File: config.mk
export PLATFORM = sky130hd
export DESIGN_NAME = dcs_spacing_timer
export DESIGN_NICKNAME = d
export VERILOG_FILES = /design/src/hw/dcs_pkg.sv /design/src/hw/dcs_gap_counter.sv /design/src/hw/dcs_spacing_timer.sv
export SDC_FILE = /design/constraint.sdc
export NUM_CORES = 1
export LEC_CHECK = 0
export ABC_AREA = 0
export ABC_CLOCK_PERIOD_IN_PS = 2000
export BUFFER_PORTS_ARGS = -buffer_cell sky130_fd_sc_hd__buf_4
export CAP_MARGIN = 20
export CORE_MARGIN = 8
export CORE_UTILIZATION = 50
export DETAILED_ROUTE_END_ITERATION = 8
export PLACE_DENSITY = 0.77
export SLEW_MARGIN = 30
export SYNTH_ARGS = -nofsm -noshare
export SYNTH_HDL_FRONTEND = slang
export SYNTH_SLANG_ARGS = --single-unit
File: constraint.sdc
create_clock -name clock_in -period 2 [get_ports clock_in]
set_input_delay 0.3 -clock clock_in [delete_from_list [all_inputs] [get_ports clock_in]]
set_output_delay 0.3 -clock clock_in [all_outputs]
set_load 0.02 [all_outputs]
File: src/hw/dcs_pkg.sv
package dcs_pkg;
	// ----------------------------------------------------------------
	// register map
	// ----------------------------------------------------------------
	localparam logic [3:0] DCS_ADDR_CONFIG = 4'h0;
	localparam logic [3:0] DCS_ADDR_STATUS = 4'h4;
	localparam logic [31:0] DCS_CONFIG_RESET = 32'h00000000;
	localparam int DCS_GAP_W = 4;
	// field positions (low bit of each 4-bit field)
	localparam int DCS_POS_RMW = 28;
	localparam int DCS_POS_R2W = 24;
	localparam int DCS_POS_W2W_CS = 20;
	localparam int DCS_POS_W2W = 16;
	localparam int DCS_POS_R2R_CS = 12;
	localparam int DCS_POS_R2R = 8;
	localparam int DCS_POS_W2R_CS = 4;
	localparam int DCS_POS_W2R = 0;

	// ----------------------------------------------------------------
	// command carrier
	// ----------------------------------------------------------------
	typedef enum logic [1:0] {
		DCS_CMD_READ = 2'b00,
		DCS_CMD_WRITE = 2'b01,
		DCS_CMD_RMW_WRITE = 2'b10
	} dcs_kind_type;

	typedef struct packed {
		dcs_kind_type kind;
		logic [1:0] cs;
	} dcs_cmd_type;
endpackage

File: src/hw/dcs_gap_counter.sv
`timescale 1ns/10ps
// ----------------------------------------------------------------
// one spacing counter: loads a gap on an issue, counts down
// ----------------------------------------------------------------
module dcs_gap_counter #(
	parameter int W = 4
) (
	input wire logic clock_in, // controller clock
	input wire logic rst_in, // sync reset, active high
	input wire logic load_in, // earlier command issued this cycle
	input wire logic [W-1:0] gap_in, // programmed gap in clocks
	output logic [W-1:0] left_out // clocks still to wait
);
	logic [W-1:0] cnt_r;
	logic [W-1:0] cnt_nxt;

	// a gap of n means the next command may issue n cycles after this one
	assign cnt_nxt = load_in ? gap_in : ((cnt_r != '0) ? cnt_r - 1'b1 : cnt_r);

	always_ff @(posedge clock_in) begin
		if (rst_in) begin
			cnt_r <= '0;
		end else begin
			cnt_r <= cnt_nxt;
		end
	end
	assign left_out = cnt_r;
endmodule

File: src/hw/dcs_spacing_timer.sv
// Our own choices: the register addresses and register access over Avalon-MM.
`timescale 1ns/10ps
module dcs_spacing_timer
	import dcs_pkg::*;
(
	input wire logic clock_in, // controller clock
	input wire logic rst_in, // sync reset, active high
	input wire logic [3:0] avs_address, // byte address
	input wire logic avs_read, // read strobe
	input wire logic avs_write, // write strobe
	input wire logic [3:0] avs_byteenable, // write lanes
	input wire logic [31:0] avs_writedata, // write data
	output logic [31:0] avs_readdata, // read data
	output logic avs_waitrequest, // stall
	input wire logic cmd_valid_in, // scheduler offers a command
	input wire dcs_pkg::dcs_cmd_type cmd_in, // kind and chip select
	output logic cmd_issue_out, // command goes to memory this cycle
	output dcs_pkg::dcs_cmd_type cmd_out, // issued command
	output logic busy_out // offered command held back
);
	import dcs_pkg::*;

	// ----------------------------------------------------------------
	// register slave
	// ----------------------------------------------------------------
	logic [31:0] config_r;
	logic [31:0] config_nxt;
	logic wait_r;
	logic [31:0] rdata_r;
	logic [31:0] rdata_nxt;
	logic [31:0] bemask;
	wire req = avs_read | avs_write;
	wire hit_cfg = (avs_address == DCS_ADDR_CONFIG);
	wire hit_sts = (avs_address == DCS_ADDR_STATUS);
	wire ack = ~wait_r; // answer cycle of a request
	// a write lands only on the edge that ends the answer cycle
	wire do_wr = avs_write & ack & hit_cfg;

	assign bemask = {{8{avs_byteenable[3]}}, {8{avs_byteenable[2]}},
		{8{avs_byteenable[1]}}, {8{avs_byteenable[0]}}};
	assign config_nxt = do_wr ? ((config_r & ~bemask) | (avs_writedata & bemask)) : config_r;

	// ----------------------------------------------------------------
	// spacing counters
	// ----------------------------------------------------------------
	logic [DCS_GAP_W-1:0] gap [8];
	logic [DCS_GAP_W-1:0] left [8];
	logic [7:0] load;
	logic block;
	logic [1:0] last_rd_cs_r;
	logic [1:0] last_wr_cs_r;
	logic rd_seen_r;
	logic wr_seen_r;

	assign gap[0] = config_r[DCS_POS_RMW +: DCS_GAP_W];
	assign gap[1] = config_r[DCS_POS_R2W +: DCS_GAP_W];
	assign gap[2] = config_r[DCS_POS_W2W_CS +: DCS_GAP_W];
	assign gap[3] = config_r[DCS_POS_W2W +: DCS_GAP_W];
	assign gap[4] = config_r[DCS_POS_R2R_CS +: DCS_GAP_W];
	assign gap[5] = config_r[DCS_POS_R2R +: DCS_GAP_W];
	assign gap[6] = config_r[DCS_POS_W2R_CS +: DCS_GAP_W];
	assign gap[7] = config_r[DCS_POS_W2R +: DCS_GAP_W];

	wire issue = cmd_valid_in & ~block;
	wire is_rd = (cmd_in.kind == DCS_CMD_READ);
	wire is_wr = ~is_rd;
	// counters 0,1 start on reads, 2-7 index by earlier kind
	wire [7:0] load_sel = {is_wr, is_wr, is_rd, is_rd, is_wr, is_wr, is_rd, is_rd};
	// each counter starts only on an issue of its earlier kind
	assign load = {8{issue}} & load_sel;

	genvar g;
	generate
		for (g = 0; g < 8; g++) begin : gen_gap
			dcs_gap_counter #(.W(DCS_GAP_W)) u_cnt (
				.clock_in(clock_in),
				.rst_in(rst_in),
				.load_in(load[g]),
				.gap_in(gap[g]),
				.left_out(left[g])
			);
		end
	endgenerate

	// ----------------------------------------------------------------
	// hold decision: any applicable counter above one blocks
	// ----------------------------------------------------------------
	wire same_rd = (cmd_in.cs == last_rd_cs_r);
	wire same_wr = (cmd_in.cs == last_wr_cs_r);
	wire blk_rmw = (cmd_in.kind == DCS_CMD_RMW_WRITE) && (left[0] > 1);
	wire blk_r2w = is_wr && rd_seen_r && (left[1] > 1);
	wire blk_w2wc = is_wr && wr_seen_r && !same_wr && (left[2] > 1);
	wire blk_w2w = is_wr && wr_seen_r && same_wr && (left[3] > 1);
	wire blk_r2rc = is_rd && rd_seen_r && !same_rd && (left[4] > 1);
	wire blk_r2r = is_rd && rd_seen_r && same_rd && (left[5] > 1);
	wire blk_w2rc = is_rd && wr_seen_r && !same_wr && (left[6] > 1);
	wire blk_w2r = is_rd && wr_seen_r && same_wr && (left[7] > 1);
	// or of all holds equals waiting out the largest remaining gap
	assign block = blk_rmw | blk_r2w | blk_w2wc | blk_w2w
		| blk_r2rc | blk_r2r | blk_w2rc | blk_w2r;

	assign rdata_nxt = hit_cfg ? config_r : (hit_sts ? {30'h00000000, busy_out, cmd_issue_out}
		: 32'h00000000);

	// ----------------------------------------------------------------
	// registers
	// ----------------------------------------------------------------
	always_ff @(posedge clock_in) begin
		if (rst_in) begin
			config_r <= DCS_CONFIG_RESET;
			wait_r <= 1'b1;
			rdata_r <= 32'h00000000;
		end else begin
			config_r <= config_nxt;
			wait_r <= ~(req & wait_r);
			rdata_r <= rdata_nxt;
		end
	end

	// command history; outputs straight from flops
	always_ff @(posedge clock_in) begin
		if (rst_in) begin
			last_rd_cs_r <= 2'h0;
			last_wr_cs_r <= 2'h0;
			rd_seen_r <= 1'b0;
			wr_seen_r <= 1'b0;
			cmd_issue_out <= 1'b0;
			cmd_out <= '0;
			busy_out <= 1'b0;
		end else begin
			if (issue && is_rd) begin
				last_rd_cs_r <= cmd_in.cs;
				rd_seen_r <= 1'b1;
			end
			if (issue && is_wr) begin
				last_wr_cs_r <= cmd_in.cs;
				wr_seen_r <= 1'b1;
			end
			cmd_issue_out <= issue;
			cmd_out <= cmd_in;
			busy_out <= cmd_valid_in & block;
		end
	end

	// waitrequest straight from a flop: high while idle, so every request
	// sees one wait cycle and then one answer cycle
	assign avs_waitrequest = wait_r;
	assign avs_readdata = rdata_r;

	// ----------------------------------------------------------------
	// checks
	// ----------------------------------------------------------------
	// own distance counters, kept apart from the gap counters so that a
	// wrong load select or hold compare in the timer trips the checks below
	logic [DCS_GAP_W:0] since_rd_r;
	logic [DCS_GAP_W:0] since_wr_r;
	logic [DCS_GAP_W-1:0] rmw_at_rd_r;
	logic [DCS_GAP_W-1:0] r2w_at_rd_r;
	logic [DCS_GAP_W-1:0] w2r_at_wr_r;
	logic [1:0] cs_at_wr_r;
	wire rd_went = issue & is_rd;
	wire wr_went = issue & is_wr;
	wire [DCS_GAP_W:0] since_one = {{DCS_GAP_W{1'b0}}, 1'b1};
	// distances saturate, so a long quiet spell reads as far apart
	wire [DCS_GAP_W:0] since_rd_nxt = rd_went ? since_one
		: ((since_rd_r == '1) ? since_rd_r : since_rd_r + 1'b1);
	wire [DCS_GAP_W:0] since_wr_nxt = wr_went ? since_one
		: ((since_wr_r == '1) ? since_wr_r : since_wr_r + 1'b1);

	// gaps are captured at the earlier issue, as the counters load them
	always_ff @(posedge clock_in) begin
		if (rst_in) begin
			since_rd_r <= '1;
			since_wr_r <= '1;
			rmw_at_rd_r <= '0;
			r2w_at_rd_r <= '0;
			w2r_at_wr_r <= '0;
			cs_at_wr_r <= 2'h0;
		end else begin
			since_rd_r <= since_rd_nxt;
			since_wr_r <= since_wr_nxt;
			if (rd_went) begin
				rmw_at_rd_r <= gap[0];
				r2w_at_rd_r <= gap[1];
			end
			if (wr_went) begin
				w2r_at_wr_r <= gap[7];
				cs_at_wr_r <= cmd_in.cs;
			end
		end
	end

	a_rmw_gap_held: assert property (@(posedge clock_in) disable iff (rst_in)
		(issue && cmd_in.kind == DCS_CMD_RMW_WRITE) |-> (since_rd_r >= {1'b0, rmw_at_rd_r}))
		else $error("rmw write too soon");
	a_r2w_distance: assert property (@(posedge clock_in) disable iff (rst_in)
		wr_went |-> (since_rd_r >= {1'b0, r2w_at_rd_r}))
		else $error("write too soon after read");
	a_w2r_distance: assert property (@(posedge clock_in) disable iff (rst_in)
		(rd_went && cmd_in.cs == cs_at_wr_r) |-> (since_wr_r >= {1'b0, w2r_at_wr_r}))
		else $error("same select read too soon after write");
	a_r2w_gap_held: assert property (@(posedge clock_in) disable iff (rst_in)
		(issue && is_rd && gap[1] > 4'h1) |=> (left[1] == $past(gap[1])))
		else $error("read to write counter not loaded");
	a_w2w_cross: assert property (@(posedge clock_in) disable iff (rst_in)
		(wr_seen_r && is_wr && !same_wr && left[2] > 4'h1) |-> !issue)
		else $error("cross select write too soon");
	a_w2w_same: assert property (@(posedge clock_in) disable iff (rst_in)
		(wr_seen_r && is_wr && same_wr && left[3] > 4'h1) |-> !issue)
		else $error("same select write too soon");
	a_r2r_cross: assert property (@(posedge clock_in) disable iff (rst_in)
		(rd_seen_r && is_rd && !same_rd && left[4] > 4'h1) |-> !issue)
		else $error("cross select read too soon");
	a_r2r_same: assert property (@(posedge clock_in) disable iff (rst_in)
		(rd_seen_r && is_rd && same_rd && left[5] > 4'h1) |-> !issue)
		else $error("same select read too soon");
	a_w2r_cross: assert property (@(posedge clock_in) disable iff (rst_in)
		(wr_seen_r && is_rd && !same_wr && left[6] > 4'h1) |-> !issue)
		else $error("cross select read after write too soon");
	a_w2r_same: assert property (@(posedge clock_in) disable iff (rst_in)
		(wr_seen_r && is_rd && same_wr && left[7] > 4'h1) |-> !issue)
		else $error("same select read after write too soon");
	a_counts_down: assert property (@(posedge clock_in) disable iff (rst_in)
		(!issue && left[5] != 4'h0) |=> (left[5] == $past(left[5]) - 4'h1))
		else $error("spacing counter stalled");
	a_bus_one_wait: assert property (@(posedge clock_in) disable iff (rst_in)
		($rose(req)) |-> avs_waitrequest ##1 !avs_waitrequest)
		else $error("bus answer late");

	c_back_reads: cover property (@(posedge clock_in) disable iff (rst_in)
		issue && is_rd ##1 issue && is_rd);
	c_write_held: cover property (@(posedge clock_in) disable iff (rst_in) blk_w2w);
	c_rmw_pair: cover property (@(posedge clock_in) disable iff (rst_in)
		issue && is_rd ##[1:16] issue && cmd_in.kind == DCS_CMD_RMW_WRITE);
	c_cfg_write: cover property (@(posedge clock_in) disable iff (rst_in) do_wr);
endmodule

## Word-level counts from Yosys, hierarchy flattened

Index checks and enable logic that the tools add are counted.

- Register bits: 109
- Input port bits: 49
- Output and inout port bits: 39
- Logic and storage cells: 119

- Add/sub/neg operators: 8
- $lt $le $gt $ge: 8
- Eq/ne operators: 4
- Muxes and demuxes: 18
- Bitwise logic cells: 22
- Reduce and logical (&&, ||, !) cells: 40

Operator list:

| operator | count |
|---|---|
| 32-bit AND | 2 |
| 4-bit two-way mux | 16 |
| 4-bit by 1-bit > comparator with 1-bit output, second input constant | 8 |
| 32-bit two-way mux | 1 |
| 32-bit inverter | 1 |
| 32-bit bitwise OR | 1 |
| 4-bit nonzero test | 8 |
| 4-bit by 1-bit subtractor with 4-bit output, second input constant | 8 |
| 1-bit logical AND | 20 |
| 2-bit nonzero test | 8 |
| 8-bit AND | 1 |
| 1-bit bitwise OR | 8 |
| 1-bit AND | 5 |
| 2-bit == test | 2 |
| 4-bit by 3-bit == test with 1-bit output, second input constant | 1 |
| 4-bit zero test | 1 |
| 1-bit inverter | 4 |
| 2-bit == test, second input constant | 1 |
| 1-bit zero test | 2 |
| 2-bit zero test | 1 |
| 2-bit two-way mux | 1 |

## Logic depth before layout (Yosys ltp)

- Depth after elaboration: 15
- Mapped depth: 9
- Depth with buffers taken out: 7

## Cells and area by module

A second synthesis with hierarchy kept.

- Cells, all modules: 481
- Area total of the unflattened synthesis: 4475.5 um2

Modules (own cells, without submodules):

| module | times used | cells each | area each (um2) | sequential area each (um2) |
|---|---|---|---|---|
| dcs_spacing_timer | 1 | 281 | 2663.8 | 1541.5 |
| dcs_gap_counter | 8 | 25 | 226.5 | 80.1 |

## Worst setup path before layout

OpenSTA, ideal clock, no wires.

- Kind: flip-flop to flip-flop
- Start point: reg gen_gap[5].u_cnt.cnt_r[0]
- End point: reg gen_gap[0].u_cnt.cnt_r[2]
- Library setup time: 133 ps
- Arrival: 1892 ps
- Data required time: 1867 ps
- Slack: -26 ps
- Cell stages (with the launch flop): 10
- Path buffers: 2
- Clock period less this slack: 2026 ps
- Path through: dfxtp_1 > inv_1 > ha_1 > or2_0 > a2111o_1 > and4_1 > buf_2 > nand2_2 > buf_6 > a311oi_1

- Word-level cells in the longest chain between the ends: 9
- Elaborated cells between the ends (all ways): 10
- Those cells by class: order compare (1); mux (1); bitwise (6); reduce/logical (2)

RTL lines:

| what | line | text |
|---|---|---|
| start, declared | dcs_gap_counter.sv:14 | `logic [W-1:0] cnt_r;` |
| start signal, assigned | dcs_gap_counter.sv:24 | `cnt_r <= cnt_nxt;` |
| 4-bit by 1-bit > comparator with 1-bit output (*) | dcs_spacing_timer.sv:95 | `wire blk_r2r = is_rd && rd_seen_r && same_rd && (left[5] > 1);` |
| 1-bit logical AND (*) | dcs_spacing_timer.sv:95 |  |
| 1-bit bitwise OR (*) (3 in series) | dcs_spacing_timer.sv:100 | `\| blk_r2rc \| blk_r2r \| blk_w2rc \| blk_w2r;` |
| 1-bit inverter (*) | dcs_spacing_timer.sv:64 | `wire issue = cmd_valid_in & ~block;` |
| 1-bit AND (*) | dcs_spacing_timer.sv:64 |  |
| 8-bit AND (*) | dcs_spacing_timer.sv:70 | `assign load = {8{issue}} & load_sel;` |
| 4-bit two-way mux / 2-bit nonzero test (equally long branches) | -- |  |
| end signal, assigned | dcs_gap_counter.sv:24 |  |
| end, declared | dcs_gap_counter.sv:14 |  |

Every way passes the cells marked *; elsewhere a longest branch is shown, timed or not.
A chain may end at the register's enable or synchronous reset.

## Worst setup path after layout

- Start point: reg gen_gap[5].u_cnt.cnt_r[0]
- End point: reg gen_gap[4].u_cnt.cnt_r[0]

- Word-level cells in the longest chain between the ends: 9
- Elaborated cells between the ends (all ways): 10
- Those cells by class: order compare (1); mux (1); bitwise (6); reduce/logical (2)

RTL lines:

| what | line |
|---|---|
| 4-bit by 1-bit > comparator with 1-bit output (*) | dcs_spacing_timer.sv:95 |
| 1-bit logical AND (*) | dcs_spacing_timer.sv:95 |
| 1-bit bitwise OR (*) (3 in series) | dcs_spacing_timer.sv:100 |
| 1-bit inverter (*) | dcs_spacing_timer.sv:64 |
| 1-bit AND (*) | dcs_spacing_timer.sv:64 |
| 8-bit AND (*) | dcs_spacing_timer.sv:70 |
| 4-bit two-way mux / 2-bit nonzero test (equally long branches) | -- |
| end signal, assigned | dcs_gap_counter.sv:24 |
| end, declared | dcs_gap_counter.sv:14 |

Marks and branches as above.

==> summary.md <==
| Metric | Value |
|---|---|
| Mean Syn Cell Area | 8.845 um2 |
| Initial core utilization | 50.78% |
| Kind of end point of the critical path | register |
| Post-route DRC | 0 |
| Multi-input logic area | 2432 um2 |
| Clock-pin slew on the worst setup and hold paths | 0.10 ns |
| Post-Syn Nets | 588 |
| CTS HTree Levels | 3 |
| Largest net degree at the start of global routing | 70 |
| Power Density | 1118 nW/um2 |
| Top_reg_cell synth | dfxtp_1 |
| Clock Sinks | 109 |
| CP Max Fanout | 8 |
| Most frequent cells in the layout | 105 x dfxtp_1, 104 x buf_4, 57 x a21oi_1 |
| Synth cell types | 49 |
| DRT Pass-1 Iters | 5 |
| Chip Width | 112.2 um |
| Leak | 2.295 nW |
| Most common cell after layout, fill and taps aside | dfxtp_1 |
| Total CTS buffers | 9 |
| Tcrit/Tclk final | 100.1% |
| VDD IR max | 581.8 uV |
| Ys Warns | 0 |
| Vias post-DR | 4109 |
| Wire length per cell | 16.46 um |
| Fill count | between 700 and 800 |
| Max Fclk | 0.4996 GHz |
| Core area | 9109 um2 |
| CP startpoint kind | register |
| Final Net Count | 684 |
| Detailed Route Iter0 Violations | approximately 260 |
| Detail Route Antenna Nets | 0 |
| Rows | 35 |
| Met1 usage | 18.77% |
| Max-Cap Viols | 0 |
| Post-layout min period | between 2 and 2.5 ns |
| Mapped Cells | 523 |
| M3 GR Usage | 5.207% |
| Height of the chip | around 110 um |
| CTS Hold Bufs | 0 |
| Post-synth EDFFs | 0 |
| Grt ovf | 0 |
| Outcome | finished with violations |
| Crit path kind | register to register |
| IO Pins | 88 |
| CTS Root Cell | clkbuf_8 |
| CTS tree | built |
| Clk_lat worst skew | 0.37 ns |
| PortBufs | 87 |
| Failing checks | setup timing |
| Final setup fails | 1 |
| Flops & latches, synth | 109 |
| Setup tns final | -0.001464 ns |
| Worst Hold Class | primary input to register |
| Power Total | around 6.6 mW |
| Fraction of layout cells with a size suffix above 1 | 26.85% |
| Met2 Resource Use GR | 34.08% |
| CP Data Required Time | roughly 2.2 ns |
| Critical path arrival | 2.23 ns |
| Unrepaired setup endpoints after global routing | yes |
| Antenna Cells | 0 |
| Slew HR | 49.67% |
| Synth top area cells | dfxtp_1 47%, a21oi_1 6.4%, nand3_1 5.2% |
| Slew @ Worst Pin | about 0.75 ns |
| Mapped cell area | between 4000 and 5000 um2 |
| Area Growth Syn to Fin | 28.00% |
| Total global routing track utilization | 17.92% |
| Skew final | 0.009269 ns |
| Die area | 12590 um2 |
| Fin. max-slew vios | 0 |
| Vias in the first global route | 4064 |
| Gp weighted congestion | 0.8239 |
| Cell taking the most area after synthesis | dfxtp_1 |
| Yosys top cell area share | 47.17% |
| Hold Vio Cnt, Final | 0 |
| First-pass GRT wire length | 18720 um |
| Sequential share of the synthesized area | 47.17% |
| FF+latch area | ~2200 um2 |
| Vias/cell | between 5 and 6 |
| Initial antenna violation count | 0 |
| Busiest grt layer | met2 |
| Clock tree buffer depth | 2 |
| Routed WL | 12070 um |
| DP Wirelength | 8434 um |
| Setup ws final | -0.001464 ns |
| Async set-or-reset flop fraction in the synthesized netlist | 0% |
==> logic make-up after synthesis <==
family	synth area share [%]
and+or+nand+nor	25.89
adders and majority gates	4.328
AOI/OAI and AO/OA	14.90
buffers and inverters	4.788
muxes	0.6492
DFF	47.17
xor gates and xnor gates	2.272
==> timing repair <==
action / CTS / global route
endpoints found under the setup margin: 12 / 38
cloned: 0 / 3
pin swaps: 0 / 15
buffers inserted: 0 / 4
resized for setup: 7 / 40
==> power by group <==
group	switching [mW]	internal (mW)
sequential	0.267	2.44
combinational	1.27	1.12
clock	0.702	0.821
total	2.24	4.38
==> routing by layer <==
layer | up-vias | share of wire (%)
li1 | 2033 | -
met1 | 1925 | 39
met2 | 134 | 54
met3 | 17 | 5.2
met4 | 0 | 1.4
met5 | - | 0
==> path summary, 6_finish.rpt <==
check | slack, ns | to | start | depth (start not counted)
min reg2reg | 0.48 | avs_waitrequest | avs_waitrequest | 1
max reg2reg | -0.001 | gen_gap[4].u_cnt.left_out[0] | gen_gap[5].u_cnt.left_out[0] | 8
max | -0.001 | gen_gap[4].u_cnt.left_out[0] | gen_gap[5].u_cnt.left_out[0] | 8
min | 0.14 | avs_waitrequest | avs_read | 2
==> critical path: stages, from the launching register on <==
cell	delay, ns
dfxtp_4	0.37
inv_1	0.05
ha_2	0.18
or2_0	0.21
a2111o_1	0.53
and4_4	0.22
buf_6	0.14
nand3_1	0.10
a21oi_2	0.07
==> cell type report <==
cell class | instances | share of cell area, %
multi-input combinational | 367 | 41.08
tap | 111 | 2.346
clock buffer | 10 | 2.156
inverter | 22 | 1.395
sequential | 109 | 36.98
clock inverter | 4 | 1.669
timing repair buffer | 110 | 14.37
==> Yosys cell counts, types with 10 or more instances <==
library cell	count
dfxtp_1	109
a21oi_1	59
nand3_1	48
nand2_1	46
and2_1	30
nor3_1	28
inv_1	21
o21ai_0	18
nor2_1	17
clkbuf_1	16
ha_1	16
xnor2_1	10
==> through the flow <==
stage                     util (%)  cells  hold slack (ns)  worst slack [ns]  instance area [um2]
after floorplan                  -    523           0.4159           0.01856                 4626
after global placement       59.57    712           0.4462           0.01058                 5426
after detailed placement     59.57    712           0.4592          -0.03929                 5426
after CTS                    62.31    726           0.1316           0.01151                 5675
after global routing         65.00    733           0.1182          -0.08673                 5921
final                        65.00    733           0.1386         -0.001464                 5921
No activity file was read; power rests on OpenSTA's default activity.
